==> config.mk <==
export PLATFORM = sky130hd
export DESIGN_NAME = line_rx_alarm_interrupt
export DESIGN_NICKNAME = d
export VERILOG_FILES = /design/src/verilog/line_rx_alarm_pkg.sv /design/src/verilog/chan_if.sv /design/src/verilog/line_rx_alarm_interrupt.sv /design/src/verilog/rx_channel_los.sv
export SDC_FILE = /design/constraint.sdc
export NUM_CORES = 2
export LEC_CHECK = 0
export BUFFER_PORTS_ARGS = -buffer_cell sky130_fd_sc_hd__clkbuf_2
export CORE_MARGIN = 10
export CORE_UTILIZATION = 66
export DETAILED_ROUTE_END_ITERATION = 12
export PLACE_DENSITY_LB_ADDON = 0.05
export SYNTH_ARGS = -nofsm -noshare
export SYNTH_HDL_FRONTEND = slang
export SYNTH_HIERARCHICAL = 1
export SYNTH_SLANG_ARGS = --single-unit
==> constraint.sdc <==
create_clock -name ref_clk -period 6.42 [get_ports ref_clk]
set_input_delay 0.963 -clock ref_clk [delete_from_list [all_inputs] [get_ports ref_clk]]
set_output_delay 0.963 -clock ref_clk [all_outputs]
set_load 0.01 [all_outputs]
==> src/verilog/line_rx_alarm_pkg.sv <==
// constants, register map and field layout of the receive alarm block
// assumes a single 250 MHz core clock shared by every design module
package line_rx_alarm_pkg;

  // ----------------------------------------------------------------------
  // alarm vector layout
  // ----------------------------------------------------------------------
  localparam int NUM_ALARMS = 6;
  localparam int ALM_CABLE = 0;
  localparam int ALM_LOS = 1;
  localparam int ALM_ONES = 2;
  localparam int ALM_PRBS = 3;
  localparam int ALM_LOOP = 4;
  localparam int ALM_FIFO = 5;
  typedef logic [NUM_ALARMS-1:0] alarm_vec_t;
  typedef logic [6:0] db_t;

  // ----------------------------------------------------------------------
  // register offsets (byte addresses, one word each)
  // ----------------------------------------------------------------------
  localparam int ADDR_W = 10;
  localparam logic [9:0] OFS_GLOBAL_CTRL = 10'h000;
  localparam logic [9:0] OFS_CABLE_THRESH = 10'h004;
  localparam logic [9:0] OFS_LOS_COUNT = 10'h008;
  localparam logic [9:0] OFS_CHAN_PENDING = 10'h00C;
  localparam logic [1:0] CH_BASE_SEL = 2'h1;
  localparam logic [3:0] CH_OFS_CTRL = 4'h0;
  localparam logic [3:0] CH_OFS_ENABLE = 4'h4;
  localparam logic [3:0] CH_OFS_STATUS = 4'h8;
  localparam logic [3:0] CH_OFS_CLEAR = 4'hC;

  // ----------------------------------------------------------------------
  // field positions
  // ----------------------------------------------------------------------
  localparam int GCTL_IRQ_EN = 0;
  localparam int GCTL_EDGE = 1;
  localparam int GCTL_SLICE_LSB = 2;
  localparam int LOSC_E1_LSB = 8;
  localparam int CHCTL_E1 = 2;
  localparam int CHCTL_EXT = 3;
  localparam int CHCTL_LIVE_LSB = 16;
  localparam int CHCTL_CLV_LSB = 24;

  // ----------------------------------------------------------------------
  // reset values and detection figures
  // ----------------------------------------------------------------------
  localparam logic [7:0] T1_LOS_RESET = 8'hAF;
  localparam logic [7:0] E1_LOS_RESET = 8'hFF;
  localparam logic [7:0] E1_LOS_MIN = 8'h0A;
  localparam logic [12:0] EXT_LOS_ZEROS = 13'h1000;
  localparam db_t ANALOG_MARGIN_DB = 7'h09;
  localparam db_t ANALOG_HYST_DB = 7'h03;
  localparam db_t GAIN_DB [0:3] = '{7'h0F, 7'h1D, 7'h24, 7'h2D};
  localparam logic [6:0] SLICER_PCT [0:3] = '{7'h32, 7'h2D, 7'h37, 7'h44};

  // ----------------------------------------------------------------------
  // timing
  // ----------------------------------------------------------------------
  localparam int CLK_KHZ = 250000;
  localparam int MASTER_KHZ = 1544;
  localparam int MASTER_HALF_CYC = CLK_KHZ / (2 * MASTER_KHZ);

endpackage : line_rx_alarm_pkg

==> src/verilog/chan_if.sv <==
// per-channel configuration and loss-of-signal results
// assumes the controller drives the settings and the channel the results
`timescale 1ns/1ps
`default_nettype none
interface chan_if;
  logic [1:0] gain_sel;
  logic e1_mode;
  logic ext_los;
  logic edge_sel;
  logic [7:0] t1_count;
  logic [7:0] e1_count;
  logic digital_los;
  logic analog_los;
  modport ctrl (output gain_sel, e1_mode, ext_los, edge_sel, t1_count,
                e1_count, input digital_los, analog_los);
  modport unit (input gain_sel, e1_mode, ext_los, edge_sel, t1_count,
                e1_count, output digital_los, analog_los);
endinterface : chan_if
`default_nettype wire

==> src/verilog/line_rx_alarm_interrupt.sv <==
// receive alarm detection, sticky status and interrupt for NUM_CH channels
// assumes the other alarm detectors run on ref_clk; line pins are async;
// the interrupt pin is open drain with an external pull-up
`timescale 1ns/1ps
`default_nettype none
// Functional notes
// - threshold at or below loss raises interrupt
// - loss value is six bits, 1 dB steps
// - slicer code maps to 50/45/55/68 percent
// - data changes on chosen recovered clock edge
// - recovered clock runs from master on loss
// - six alarms, each with its own mask
// - global enable gates every interrupt
// - unmasked alarm change pulls interrupt low
// - status read releases the interrupt line
// - status registers clear when read
// - channel indications merge under global enable
// - t1 loss after programmed run of zeros
// - e1 loss after 10 to 255 zeros
// - analog loss 9 dB below, 3 dB hysteresis
// - analog levels follow equalizer gain setting
// - extended option needs 4096 zeros
// - extended option off after reset
module line_rx_alarm_interrupt
  import line_rx_alarm_pkg::*;
#(
  parameter int NUM_CH = 14
) (
  input wire logic ref_clk,
  input wire logic reset,
  input wire logic [ADDR_W-1:0] reg_addr,
  input wire logic [31:0] reg_wdata,
  input wire logic reg_wr,
  input wire logic reg_rd,
  output logic [31:0] reg_rdata,
  input wire logic [NUM_CH-1:0] line_clk_pin,
  input wire logic [NUM_CH-1:0] line_mark_pin,
  input wire logic [6*NUM_CH-1:0] attenuation_db,
  input wire logic [6*NUM_CH-1:0] cable_loss_value,
  input wire logic [NUM_CH-1:0] all_ones_alarm,
  input wire logic [NUM_CH-1:0] pseudo_random_pattern_detect,
  input wire logic [NUM_CH-1:0] loop_code_detect,
  input wire logic [NUM_CH-1:0] fifo_limit_status,
  output logic [NUM_CH-1:0] rec_clk,
  output logic [NUM_CH-1:0] rec_data,
  output logic [1:0] slicer_level_select,
  output logic [6:0] slicer_level_pct,
  output logic recovered_clock_edge_select,
  output logic irq_n_out,
  output logic irq_n_oe
);

  // ----------------------------------------------------------------------
  // global registers
  // ----------------------------------------------------------------------
  logic irq_en_q, irq_en_d, edge_q, edge_d;
  logic [1:0] slice_q, slice_d;
  logic [5:0] thr_q, thr_d;
  logic [7:0] t1_cnt_q, t1_cnt_d, e1_cnt_q, e1_cnt_d;
  logic [31:0] rdata_q, rdata_d;
  logic [15:0] div_q, div_d;
  logic master_tick;

  // ----------------------------------------------------------------------
  // per-channel state
  // ----------------------------------------------------------------------
  logic [1:0] gain_q [NUM_CH], gain_d [NUM_CH];
  logic [NUM_CH-1:0] e1_q, e1_d, ext_q, ext_d;
  alarm_vec_t en_q [NUM_CH], en_d [NUM_CH];
  alarm_vec_t status_q [NUM_CH], status_d [NUM_CH];
  alarm_vec_t prev_q [NUM_CH], prev_d [NUM_CH];
  alarm_vec_t live [NUM_CH], change [NUM_CH], clr [NUM_CH];
  logic [NUM_CH-1:0] pending, dlos, alos;
  logic chg_any;

  // ----------------------------------------------------------------------
  // address decode
  // ----------------------------------------------------------------------
  logic [3:0] ch_sel;
  logic ch_ok;
  logic [3:0] ch_reg;

  assign ch_sel = reg_addr[7:4];
  assign ch_reg = reg_addr[3:0];
  assign ch_ok = (reg_addr[9:8] == CH_BASE_SEL) && (int'(ch_sel) < NUM_CH);

  // ----------------------------------------------------------------------
  // master clock divider for the free-running recovered clock
  // ----------------------------------------------------------------------
  always_comb begin
    master_tick = (div_q == 16'(MASTER_HALF_CYC - 1));
    div_d = master_tick ? 16'h0000 : div_q + 16'h0001;
  end

  // ----------------------------------------------------------------------
  // channels
  // ----------------------------------------------------------------------
  genvar g;
  generate
    for (g = 0; g < NUM_CH; g++) begin : g_ch
      chan_if cif ();
      assign cif.gain_sel = gain_q[g];
      assign cif.e1_mode = e1_q[g];
      assign cif.ext_los = ext_q[g];
      assign cif.edge_sel = edge_q;
      assign cif.t1_count = t1_cnt_q;
      assign cif.e1_count = e1_cnt_q;
      assign dlos[g] = cif.digital_los;
      assign alos[g] = cif.analog_los;

      rx_channel_los u_ch (
        .ref_clk(ref_clk),
        .reset(reset),
        .cfg(cif.unit),
        .line_clk_pin(line_clk_pin[g]),
        .line_mark_pin(line_mark_pin[g]),
        .attenuation_db(attenuation_db[6*g +: 6]),
        .master_tick(master_tick),
        .rec_clk(rec_clk[g]),
        .rec_data(rec_data[g])
      );

      always_comb begin
        live[g][ALM_CABLE] = (thr_q <= cable_loss_value[6*g +: 6]);
        live[g][ALM_LOS] = dlos[g] | alos[g];
        live[g][ALM_ONES] = all_ones_alarm[g];
        live[g][ALM_PRBS] = pseudo_random_pattern_detect[g];
        live[g][ALM_LOOP] = loop_code_detect[g];
        live[g][ALM_FIFO] = fifo_limit_status[g];
      end
    end
  endgenerate

  // ----------------------------------------------------------------------
  // register writes and status next values
  // ----------------------------------------------------------------------
  always_comb begin
    irq_en_d = irq_en_q;
    edge_d = edge_q;
    slice_d = slice_q;
    thr_d = thr_q;
    t1_cnt_d = t1_cnt_q;
    e1_cnt_d = e1_cnt_q;
    e1_d = e1_q;
    ext_d = ext_q;
    chg_any = 1'b0;
    if (reg_wr) begin
      unique case (reg_addr)
        OFS_GLOBAL_CTRL: begin
          irq_en_d = reg_wdata[GCTL_IRQ_EN];
          edge_d = reg_wdata[GCTL_EDGE];
          slice_d = reg_wdata[GCTL_SLICE_LSB +: 2];
        end
        OFS_CABLE_THRESH: begin
          thr_d = reg_wdata[5:0];
        end
        OFS_LOS_COUNT: begin
          t1_cnt_d = reg_wdata[7:0];
          e1_cnt_d = reg_wdata[LOSC_E1_LSB +: 8];
        end
        default: begin
        end
      endcase
    end
    for (int c = 0; c < NUM_CH; c++) begin
      gain_d[c] = gain_q[c];
      en_d[c] = en_q[c];
      clr[c] = '0;
      if (reg_wr && ch_ok && int'(ch_sel) == c) begin
        if (ch_reg == CH_OFS_CTRL) begin
          gain_d[c] = reg_wdata[1:0];
          e1_d[c] = reg_wdata[CHCTL_E1];
          ext_d[c] = reg_wdata[CHCTL_EXT];
        end
        if (ch_reg == CH_OFS_ENABLE) begin
          en_d[c] = reg_wdata[NUM_ALARMS-1:0];
        end
        if (ch_reg == CH_OFS_CLEAR) begin
          clr[c] = reg_wdata[NUM_ALARMS-1:0];
        end
      end
      if (reg_rd && ch_ok && int'(ch_sel) == c && ch_reg == CH_OFS_STATUS) begin
        clr[c] = '1;
      end
      change[c] = live[c] ^ prev_q[c];
      prev_d[c] = live[c];
      // a change in the clearing cycle survives the clear
      status_d[c] = (status_q[c] & ~clr[c]) | change[c];
      chg_any = chg_any | (|change[c]);
      pending[c] = |(status_q[c] & en_q[c]);
    end
  end

  // ----------------------------------------------------------------------
  // read mux: data appear in the cycle after the strobe
  // ----------------------------------------------------------------------
  always_comb begin
    rdata_d = 32'h0000_0000;
    if (reg_rd) begin
      if (reg_addr == OFS_GLOBAL_CTRL) begin
        rdata_d[GCTL_IRQ_EN] = irq_en_q;
        rdata_d[GCTL_EDGE] = edge_q;
        rdata_d[GCTL_SLICE_LSB +: 2] = slice_q;
      end else if (reg_addr == OFS_CABLE_THRESH) begin
        rdata_d[5:0] = thr_q;
      end else if (reg_addr == OFS_LOS_COUNT) begin
        rdata_d[7:0] = t1_cnt_q;
        rdata_d[LOSC_E1_LSB +: 8] = e1_cnt_q;
      end else if (reg_addr == OFS_CHAN_PENDING) begin
        rdata_d[NUM_CH-1:0] = pending;
      end else if (ch_ok) begin
        for (int c = 0; c < NUM_CH; c++) begin
          if (int'(ch_sel) == c) begin
            if (ch_reg == CH_OFS_CTRL) begin
              rdata_d[1:0] = gain_q[c];
              rdata_d[CHCTL_E1] = e1_q[c];
              rdata_d[CHCTL_EXT] = ext_q[c];
              rdata_d[CHCTL_LIVE_LSB +: NUM_ALARMS] = live[c];
              rdata_d[CHCTL_CLV_LSB +: 6] = cable_loss_value[6*c +: 6];
            end else if (ch_reg == CH_OFS_ENABLE) begin
              rdata_d[NUM_ALARMS-1:0] = en_q[c];
            end else if (ch_reg == CH_OFS_STATUS) begin
              rdata_d[NUM_ALARMS-1:0] = status_q[c];
            end
          end
        end
      end
    end
  end

  // ----------------------------------------------------------------------
  // registers
  // ----------------------------------------------------------------------
  always_ff @(posedge ref_clk) begin
    if (reset) begin
      irq_en_q <= 1'b0;
      edge_q <= 1'b0;
      slice_q <= 2'h0;
      thr_q <= 6'h3F;
      t1_cnt_q <= T1_LOS_RESET;
      e1_cnt_q <= E1_LOS_RESET;
      rdata_q <= 32'h0000_0000;
      div_q <= 16'h0000;
      e1_q <= '0;
      ext_q <= '0;
      for (int c = 0; c < NUM_CH; c++) begin
        gain_q[c] <= 2'h0;
        en_q[c] <= '0;
        status_q[c] <= '0;
        prev_q[c] <= '0;
      end
    end else begin
      irq_en_q <= irq_en_d;
      edge_q <= edge_d;
      slice_q <= slice_d;
      thr_q <= thr_d;
      t1_cnt_q <= t1_cnt_d;
      e1_cnt_q <= e1_cnt_d;
      rdata_q <= rdata_d;
      div_q <= div_d;
      e1_q <= e1_d;
      ext_q <= ext_d;
      for (int c = 0; c < NUM_CH; c++) begin
        gain_q[c] <= gain_d[c];
        en_q[c] <= en_d[c];
        status_q[c] <= status_d[c];
        prev_q[c] <= prev_d[c];
      end
    end
  end

  // ----------------------------------------------------------------------
  // outputs
  // ----------------------------------------------------------------------
  assign reg_rdata = rdata_q;
  assign slicer_level_select = slice_q;
  assign slicer_level_pct = SLICER_PCT[slice_q];
  assign recovered_clock_edge_select = edge_q;
  assign irq_n_oe = irq_en_q & (|pending);
  // pin only ever sinks current; the pull-up makes the high level
  assign irq_n_out = 1'b0;

  // ----------------------------------------------------------------------
  // checks
  // ----------------------------------------------------------------------
  property p_change_latches;
    @(posedge ref_clk) disable iff (reset)
    |change[0] |=> (status_q[0] & $past(change[0])) == $past(change[0]);
  endproperty
  a_change_latches: assert property (p_change_latches)
    else $error("alarm change not latched");

  property p_enable_gate;
    @(posedge ref_clk) disable iff (reset)
    !irq_en_q |-> !irq_n_oe;
  endproperty
  a_enable_gate: assert property (p_enable_gate)
    else $error("interrupt without global enable");

  property p_irq_pull;
    @(posedge ref_clk) disable iff (reset)
    irq_en_q && |(status_q[0] & en_q[0]) |-> irq_n_oe;
  endproperty
  a_irq_pull: assert property (p_irq_pull)
    else $error("unmasked status did not pull interrupt");

  property p_read_clears;
    @(posedge ref_clk) disable iff (reset)
    reg_rd && reg_addr == {CH_BASE_SEL, 4'h0, CH_OFS_STATUS}
      && !(|change[0]) |=> status_q[0] == '0;
  endproperty
  a_read_clears: assert property (p_read_clears)
    else $error("status not cleared by read");

  property p_read_releases;
    @(posedge ref_clk) disable iff (reset)
    reg_rd && reg_addr == {CH_BASE_SEL, 4'h0, CH_OFS_STATUS}
      && pending == NUM_CH'(1) && !chg_any |=> !irq_n_oe;
  endproperty
  a_read_releases: assert property (p_read_releases)
    else $error("interrupt held after status read");

  property p_slicer_write;
    @(posedge ref_clk) disable iff (reset)
    reg_wr && reg_addr == OFS_GLOBAL_CTRL |=>
      slicer_level_select == $past(reg_wdata[3:2])
      && slicer_level_pct == SLICER_PCT[$past(reg_wdata[3:2])];
  endproperty
  a_slicer_write: assert property (p_slicer_write)
    else $error("slicer setting not applied");

  property p_pending_tree;
    @(posedge ref_clk) disable iff (reset)
    irq_n_oe |-> irq_en_q && pending != '0;
  endproperty
  a_pending_tree: assert property (p_pending_tree)
    else $error("interrupt without channel indication");

  property p_ext_reset;
    @(posedge ref_clk)
    $past(reset) |-> ext_q == '0;
  endproperty
  a_ext_reset: assert property (p_ext_reset)
    else $error("extended option on after reset");

  property p_rdata_cycle;
    @(posedge ref_clk) disable iff (reset)
    reg_rd && reg_addr == OFS_CABLE_THRESH |=>
      reg_rdata == {26'h0, $past(thr_q)} ##1 reg_rdata == 32'h0 || $past(reg_rd);
  endproperty
  a_rdata_cycle: assert property (p_rdata_cycle)
    else $error("threshold read back wrong");

endmodule : line_rx_alarm_interrupt
`default_nettype wire

==> src/verilog/rx_channel_los.sv <==
// one receive channel: edge pick, zero-run and amplitude loss detection
// assumes line clock and mark are asynchronous pins; attenuation is on
// the core clock
`timescale 1ns/1ps
`default_nettype none
module rx_channel_los
  import line_rx_alarm_pkg::*;
(
  input wire logic ref_clk,
  input wire logic reset,
  chan_if.unit cfg,
  input wire logic line_clk_pin,
  input wire logic line_mark_pin,
  input wire logic [5:0] attenuation_db,
  input wire logic master_tick,
  output logic rec_clk,
  output logic rec_data
);
  logic clk_s1_q, clk_s2_q, clk_s3_q, mark_s1_q, mark_s2_q;
  logic [12:0] zero_cnt_q, zero_cnt_d;
  logic dlos_q, dlos_d, alos_q, alos_d, mclk_q, mclk_d;
  logic rclk_q, rclk_d, rdata_q, rdata_d, edge_hit;
  logic [12:0] thresh;
  db_t limit, atten;

  // ----------------------------------------------------------------------
  // next state
  // ----------------------------------------------------------------------
  always_comb begin
    edge_hit = cfg.edge_sel ? (clk_s3_q & ~clk_s2_q) : (clk_s2_q & ~clk_s3_q);
    if (cfg.ext_los) begin
      thresh = EXT_LOS_ZEROS;
    end else if (cfg.e1_mode) begin
      thresh = {5'h00, (cfg.e1_count < E1_LOS_MIN) ? E1_LOS_MIN : cfg.e1_count};
    end else begin
      thresh = {5'h00, cfg.t1_count};
    end
    zero_cnt_d = zero_cnt_q;
    if (edge_hit) begin
      if (mark_s2_q) begin
        zero_cnt_d = 13'h0000;
      end else if (zero_cnt_q != 13'h1FFF) begin
        zero_cnt_d = zero_cnt_q + 13'h0001;
      end
    end
    dlos_d = (zero_cnt_q >= thresh);
    limit = GAIN_DB[cfg.gain_sel] + ANALOG_MARGIN_DB;
    atten = {1'b0, attenuation_db};
    alos_d = alos_q;
    if (atten >= limit) begin
      alos_d = 1'b1;
    end else if (atten + ANALOG_HYST_DB <= limit) begin
      alos_d = 1'b0;
    end
    mclk_d = master_tick ? ~mclk_q : mclk_q;
    rclk_d = (dlos_q | alos_q) ? mclk_q : clk_s2_q;
    rdata_d = edge_hit ? mark_s2_q : rdata_q;
  end

  always_ff @(posedge ref_clk) begin
    if (reset) begin
      clk_s1_q <= 1'b0;
      clk_s2_q <= 1'b0;
      clk_s3_q <= 1'b0;
      mark_s1_q <= 1'b0;
      mark_s2_q <= 1'b0;
      zero_cnt_q <= 13'h0000;
      dlos_q <= 1'b0;
      alos_q <= 1'b0;
      mclk_q <= 1'b0;
      rclk_q <= 1'b0;
      rdata_q <= 1'b0;
    end else begin
      clk_s1_q <= line_clk_pin;
      clk_s2_q <= clk_s1_q;
      clk_s3_q <= clk_s2_q;
      mark_s1_q <= line_mark_pin;
      mark_s2_q <= mark_s1_q;
      zero_cnt_q <= zero_cnt_d;
      dlos_q <= dlos_d;
      alos_q <= alos_d;
      mclk_q <= mclk_d;
      rclk_q <= rclk_d;
      rdata_q <= rdata_d;
    end
  end

  assign cfg.digital_los = dlos_q;
  assign cfg.analog_los = alos_q;
  assign rec_clk = rclk_q;
  assign rec_data = rdata_q;

  // ----------------------------------------------------------------------
  // checks
  // ----------------------------------------------------------------------
  property p_ext_run;
    @(posedge ref_clk) disable iff (reset)
    cfg.ext_los && zero_cnt_q == 13'h1000 |=> dlos_q;
  endproperty
  a_ext_run: assert property (p_ext_run)
    else $error("extended run did not declare loss");

  property p_e1_floor;
    @(posedge ref_clk) disable iff (reset)
    cfg.e1_mode && !cfg.ext_los && zero_cnt_q < {5'h00, E1_LOS_MIN} |=> !dlos_q;
  endproperty
  a_e1_floor: assert property (p_e1_floor)
    else $error("e1 loss declared below ten intervals");

  property p_analog_declare;
    @(posedge ref_clk) disable iff (reset)
    atten >= limit |=> alos_q;
  endproperty
  a_analog_declare: assert property (p_analog_declare)
    else $error("analog loss not declared");

  property p_free_run;
    @(posedge ref_clk) disable iff (reset)
    (dlos_q || alos_q) |=> rclk_q == $past(mclk_q);
  endproperty
  a_free_run: assert property (p_free_run)
    else $error("recovered clock not on master during loss");

endmodule : rx_channel_los
`default_nettype wire
# Word-level counts from Yosys, hierarchy flattened

Memory sizes are Yosys's and may differ from the RTL's.
Index checks and enable logic that the tools add are counted.

Add/subtract/negate cells: 43
$lt $le $gt $ge: 73
Equal/unequal tests: 35
Multiplexer cells: 557
Bitwise logic cells: 229
Reduce and logical (&&, ||, !) cells: 128

Operators with widths:

| cell                    | count |
|---|---|
| $mux W6                 | 323 |
| $mux W13                | 42 |
| $bmux W7 S2             | 15 |
| $mux W7                 | 30 |
| $add A13 B1 Y13 const B | 14 |
| $ge A13 B13 Y1          | 14 |
| $ne A13 B13 Y1 const B  | 14 |
| $and A6 B6 Y6           | 28 |
| $mux W8                 | 16 |
| $mux W2                 | 56 |
| $add A6 B2 Y7 const B   | 14 |
| $add A7 B4 Y7 const B   | 14 |
| $ge A6 B7 Y1            | 14 |
| $le A7 B7 Y1            | 14 |
| $le A6 B6 Y1            | 14 |
| $not A6 Y6              | 14 |
| $or A6 B6 Y6            | 14 |
| $reduce_or A6 Y1        | 14 |
| $reduce_or A84 Y1       | 1 |
| $xor A6 B6 Y6           | 14 |
| $or A1 B1 Y1            | 70 |
| $reduce_and A2 Y1       | 31 |
| $mux W4                 | 15 |
| $mux W1                 | 59 |
| 24 further kinds        | 211 |

Flip-flop bits (word level): 424
Bits in writable memories: 280
Output and inout bits: 72
Memories: 4

Memory list:

| memory   | words | width | read ports | clocked after Yosys merged registers in | wr ports | line                          | text |
|---|---|---|---|---|---|---|---|
| en_q     | 14    | 6     | 14         | 0                                       | 14       | line_rx_alarm_interrupt.sv:69 | `alarm_vec_t en_q [NUM_CH], en_d [NUM_CH];` |
| prev_q   | 14    | 6     | 14         | 0                                       | 14       | line_rx_alarm_interrupt.sv:71 | `alarm_vec_t prev_q [NUM_CH], prev_d [NUM_CH];` |
| status_q | 14    | 6     | 14         | 0                                       | 14       | line_rx_alarm_interrupt.sv:70 | `alarm_vec_t status_q [NUM_CH], status_d [NUM_CH];` |
| gain_q   | 14    | 2     | 14         | 0                                       | 14       | line_rx_alarm_interrupt.sv:67 | `logic [1:0] gain_q [NUM_CH], gain_d [NUM_CH];` |

# Logic depth before layout (Yosys ltp)

Word-level depth: 113
Depth in mapped cells: 11
Depth with buffers taken out: 10

# By module

Netlist, hierarchy kept.

Modules (own cells, without submodules):

| module                              | instances | cells each | area an instance (µm²) | seq. area each (µm²) |
|---|---|---|---|---|
| line_rx_alarm_interrupt             | 1         | 2443       | 19871.6                | 7567.3 |
| rx_channel_los at g_ch[12].u_ch ... | 9         | 205        | 1774.2                 | 460.4 |
| rx_channel_los at g_ch[0].u_ch ...  | 2         | 219        | 1834.3                 | 460.4 |
| rx_channel_los at g_ch[11].u_ch     | 1         | 215        | 1833.0                 | 460.4 |
| rx_channel_los at g_ch[9].u_ch      | 1         | 209        | 1786.7                 | 460.4 |
| rx_channel_los at g_ch[8].u_ch      | 1         | 202        | 1766.7                 | 460.4 |

# Worst setup path after synthesis

No wires, ideal clock.

Kind: input to register
Start: input cable_loss_value[34]
End: register rdata_q[16] (netlist: reg_rdata[16])
Setup time: 0.132 ns
Data arrival time: 2.743 ns
Required time: 6.288 ns
Path slack: 3.544 ns
Cell stages on the path: 9
Buffers on the path: 0
Path through: inv_1 -> ha_1 -> and3_1 -> and4_1 -> a21oi_1 -> o22ai_1 -> or4_1 -> o31ai_1 -> a21oi_1

Longest elaborated chain between the ends: 49

Ends and longest elaborated chain:

| element                | line                           | text |
|---|---|---|
| start: declaration     | line_rx_alarm_interrupt.sv:39  | `input wire logic [6*NUM_CH-1:0] cable_loss_value,` |
| $le A6 B6 Y1 (*)       | line_rx_alarm_interrupt.sv:124 | `live[g][ALM_CABLE] = (thr_q <= cable_loss_value[6*g +: 6]);` |
| $mux W6 (*)            | line_rx_alarm_interrupt.sv:214 | `if (ch_reg == CH_OFS_CTRL) begin` |
| $mux W6 (*)            | line_rx_alarm_interrupt.sv:213 | `if (int'(ch_sel) == c) begin` |
| $mux W6 (*)            | line_rx_alarm_interrupt.sv:211 | `end else if (ch_ok) begin` |
| $mux W6 (*)            | line_rx_alarm_interrupt.sv:209 | `end else if (reg_addr == OFS_CHAN_PENDING) begin` |
| $mux W6 (*)            | line_rx_alarm_interrupt.sv:206 | `end else if (reg_addr == OFS_LOS_COUNT) begin` |
| $mux W6 (*)            | line_rx_alarm_interrupt.sv:204 | `end else if (reg_addr == OFS_CABLE_THRESH) begin` |
| $mux W6 (*)            | line_rx_alarm_interrupt.sv:200 | `if (reg_addr == OFS_GLOBAL_CTRL) begin` |
| [... 33 more ...]      | -                              |  |
| $mux W6                | line_rx_alarm_interrupt.sv:214 |  |
| $mux W6 (*)            | line_rx_alarm_interrupt.sv:213 |  |
| $mux W6                | line_rx_alarm_interrupt.sv:214 |  |
| $mux W6 (*)            | line_rx_alarm_interrupt.sv:213 |  |
| $mux W6                | line_rx_alarm_interrupt.sv:214 |  |
| $mux W6 (*)            | line_rx_alarm_interrupt.sv:213 |  |
| $mux W6                | line_rx_alarm_interrupt.sv:214 |  |
| $mux W6 (*)            | line_rx_alarm_interrupt.sv:213 |  |
| end signal: assignment | line_rx_alarm_interrupt.sv:259 | `rdata_q <= rdata_d;` |
| end: declaration       | line_rx_alarm_interrupt.sv:60  | `logic [31:0] rdata_q, rdata_d;` |

Mark *: on every way between the ends. The rest lies on a longest branch, timed or not. The select of a mux whose other input is x is not followed.
A chain may end at the register's enable or synchronous reset.

==> impl_metrics.tcl <==
set metrics [dict create \
    dieHeight_um 280.8 \
    clock_skew_ns 0.02136 \
    gr-usage-all-layers_pct 35.56 \
    vias 42590 \
    synthAdderAreaFrac_pct 13.46 \
    status "complete, no violations" \
    die_area_um2 78850 \
    grt_antenna_before_repair 3 \
    cts_buffer_depth 3 \
    leakagePower_uw 0.02005 \
    synth_top_cell_area_share_pct 31.21 \
    synth_top_area_cell "dfxtp_1" \
    synth_compound_gate_area_share_pct 21.80 \
    drive_gt1_share_pct 12.75 \
    muxShareOfSynthArea_pct 2.681 \
    first_pass_iters 8 \
    synth_flop_cell "dfxtp_1" \
    whs_path_depth 1 \
    cp-endpoint "gain_q[1][11]" \
    grt_pass1_wl_mm 225.2 \
    startpoint "reg_addr[4]" \
    drt_wl_total_mm 146.0 \
    post-dp-hpwl_mm 106.3 \
    yosysSeqAreaShare_pct 31.21 \
    cp-end-kind "register" \
    via_per_inst 6.540 \
    start_util_pct 66.73 \
    post-route-period-util_pct 61.66 \
    r2r_start "thr_q[4]" \
    netlist_instances 5352 \
    path_clk_slew_ns 0.06 \
    synth_xor_area_share_pct 4.546 \
    synth_top_family_by_area "compound AO/OA/AOI/OAI gates" \
    ys_ff_latch 700 \
    fillers 5270 \
    fmax_mhz 252.6 \
    tightest_slew_ns 1.369 \
    drc 0 \
    synth_area_leaders "dfxtp_1 31%, ha_1 13%, a21oi_1 5.1%" \
    wl_per_cell_um 22.41 \
    crit_path_max_fanout 18 \
    maxSlewViolCount 0 \
    setup_violations 0 \
    gr-total-overflow 0 \
    fin_area_um2 49630 \
    cts_tree "done" \
    finalCriticalPeriod_ns 3.959 \
    postCtsSetupBuffers 0 \
    crit_type "in -> reg" \
    worstPathRequired_ns 6.91 \
    ir_drop_mv 0.1559 \
    reg2reg_depth 8 \
    initialDrtViolationCount 4817 \
    synth-simple-area-share_pct 21.47 \
    maxSlewHeadroom_pct 8.409 \
    yosysWarnings 6 \
    hp-class "reg -> reg" \
    crit_arrival_ns 4.45 \
    hold_viol 0 \
    cts_root_buf "clkbuf_16" \
    gp_congestion 1.015 \
    avgSynthCellArea_um2 8.388 \
    numClockSinks 700 \
    core_area_um2 67280 \
    num_io_pins 370 \
    port-buffer-count 348 \
    ant_nets 0 \
    grt_max_degree 179 \
    syn_to_final_growth_pct 10.54 \
    async_flop_share_pct 0 \
    first_global_vias 40600 \
    die_width_um 280.8 \
    dpl_cell_area_um2 47010 \
    maxCapViolations 0 \
    ctsHtreeMaxLevel 3 \
    p_per_area_nw_per_um2 206.4 \
    start_kind "input port" \
    post_cts_resized 0 \
    worstReg2RegEnd "reg_rdata[16]" \
    clock_latency_ns 0.65 \
    std_cell_rows 95 \
    grt_setup_unrepaired "false" \
    netlist_area_um2 44890 \
    holdBufCountCts 0 \
    cts_buffers 76 \
    r2r_slack_ns 2.63 \
    setup_tns_ns 0 \
    synth_cell_types 107 \
    synth_edf_count 0 \
    finalNetCount 6363 \
]
## flip-flops by register name, summed over array words and instances (netlist names), 16 cells and up
signal                flops
reg_rdata                28
status_q                 84
g_ch.u_ch/zero_cnt_q    182
gain_q                   28
div_q                    16
prev_q                   84
en_q                     84
## cell usage in the layout, fill, tap and decap left out, types with 78 or more instances in the layout
master,count
nand2_1,521
a21oi_1,456
nor3_1,78
nor2_1,416
inv_1,267
clkbuf_2,347
ha_1,483
a22oi_1,118
nand3_1,80
dfxtp_1,695
xnor2_1,174
nor2b_1,154
o21ai_0,365
clkbuf_16,79
## worst min-delay path by stage
stage	from	endpoint	slack, ns
floorplan	g_ch[0].u_ch/clk_s1_q	g_ch[0].u_ch/clk_s2_q	0.41
global placement	g_ch[4].u_ch/clk_s1_q	g_ch[4].u_ch/clk_s2_q	0.42
detailed placement	g_ch[13].u_ch/mark_s1_q	g_ch[13].u_ch/mark_s2_q	0.43
CTS	g_ch[2].u_ch/clk_s1_q	g_ch[2].u_ch/clk_s2_q	0.42
global route	g_ch[2].u_ch/clk_s1_q	g_ch[2].u_ch/clk_s2_q	0.44
finish	g_ch[2].u_ch/clk_s1_q	g_ch[2].u_ch/clk_s2_q	0.42
## through the flow
step	util (%)	total power (µW)	cells	hold WS, ns	worst slack [ns]
2_1_floorplan	-	5297	5356	0.4138	3.544
3_3_place_gp	69.88	5668	6377	0.4180	2.004
3_5_place_dp	69.88	5699	6377	0.4269	1.942
4_1_cts	73.76	10220	6512	0.4182	2.602
5_1_grt	73.76	10550	6512	0.4389	2.291
6_report	73.76	10240	6513	0.4216	2.461
## cell usage after synthesis (19+ instances only)
cell type	count
buf_2	39
ha_1	483
o21a_1	40
inv_1	267
a22oi_1	118
nand3_1	80
clkbuf_1	173
and2_1	26
a21o_1	42
xnor2_1	174
a31oi_1	51
nor4_4	21
xor2_1	59
nor4b_1	23
o22ai_1	65
or4_1	32
nand2b_1	44
buf_6	19
o211ai_1	58
mux2i_1	28
nand4b_1	19
nor2_1	416
o31ai_1	40
o21ai_1	45
o221ai_1	20
or3_1	29
a211oi_1	45
mux2_2	65
and4_1	21
and3_1	42
o21ai_0	365
a22o_1	30
nand2_1	522
dfxtp_1	700
a21oi_1	456
nand3b_1	40
nor3_1	78
nor4b_2	24
nand4_1	57
nor2b_1	154
nor4_1	44
## cell type report
cell class	count	area [µm²]	area share [%]
diodes	1	2.502	0.005043
clock buffers	100	2156	4.344
clock inverters	35	452.9	0.9127
inverters	274	1028	2.073
multi-input cells	4138	28770	57.97
flip-flops and latches	700	14020	28.25
well taps	873	1092	2.201
repair buffers	392	2107	4.246
## worst max-delay path, stage by stage
cell and delay, ns:
clkbuf_2 0.41, buf_4 0.34, nor2b_1 0.49, nand3_1 0.36, nor2_1 1.14, and2_1 0.45, mux2i_1 0.23, nor2_1 0.06
## power by group
group	switching [µW]	leakage, µW	internal, µW	total [µW]
registers	135	0.00571	4470	4610
clock network	1860	0.00127	2730	4600
logic	626	0.0131	411	1040
## metal layers
metal / track usage (%) / part of all wire (%) / vias to the layer above
li1: - / - / 19980
met1: 44.92 / 40 / 20070
met5: 0 / 0.028 / -
met2: 56.86 / 45 / 2083
met4: 17.14 / 5.1 / 6
met3: 7.796 / 10 / 448
## cell families after synthesis
group / Yosys count
fa+ha+maj: 483
compound gates: 1558
buf+inv: 518
flops: 700
other cells: 1
simple gates: 1757
mux: 102
xor+xnor: 233
(Power assumes the default switching activity.)
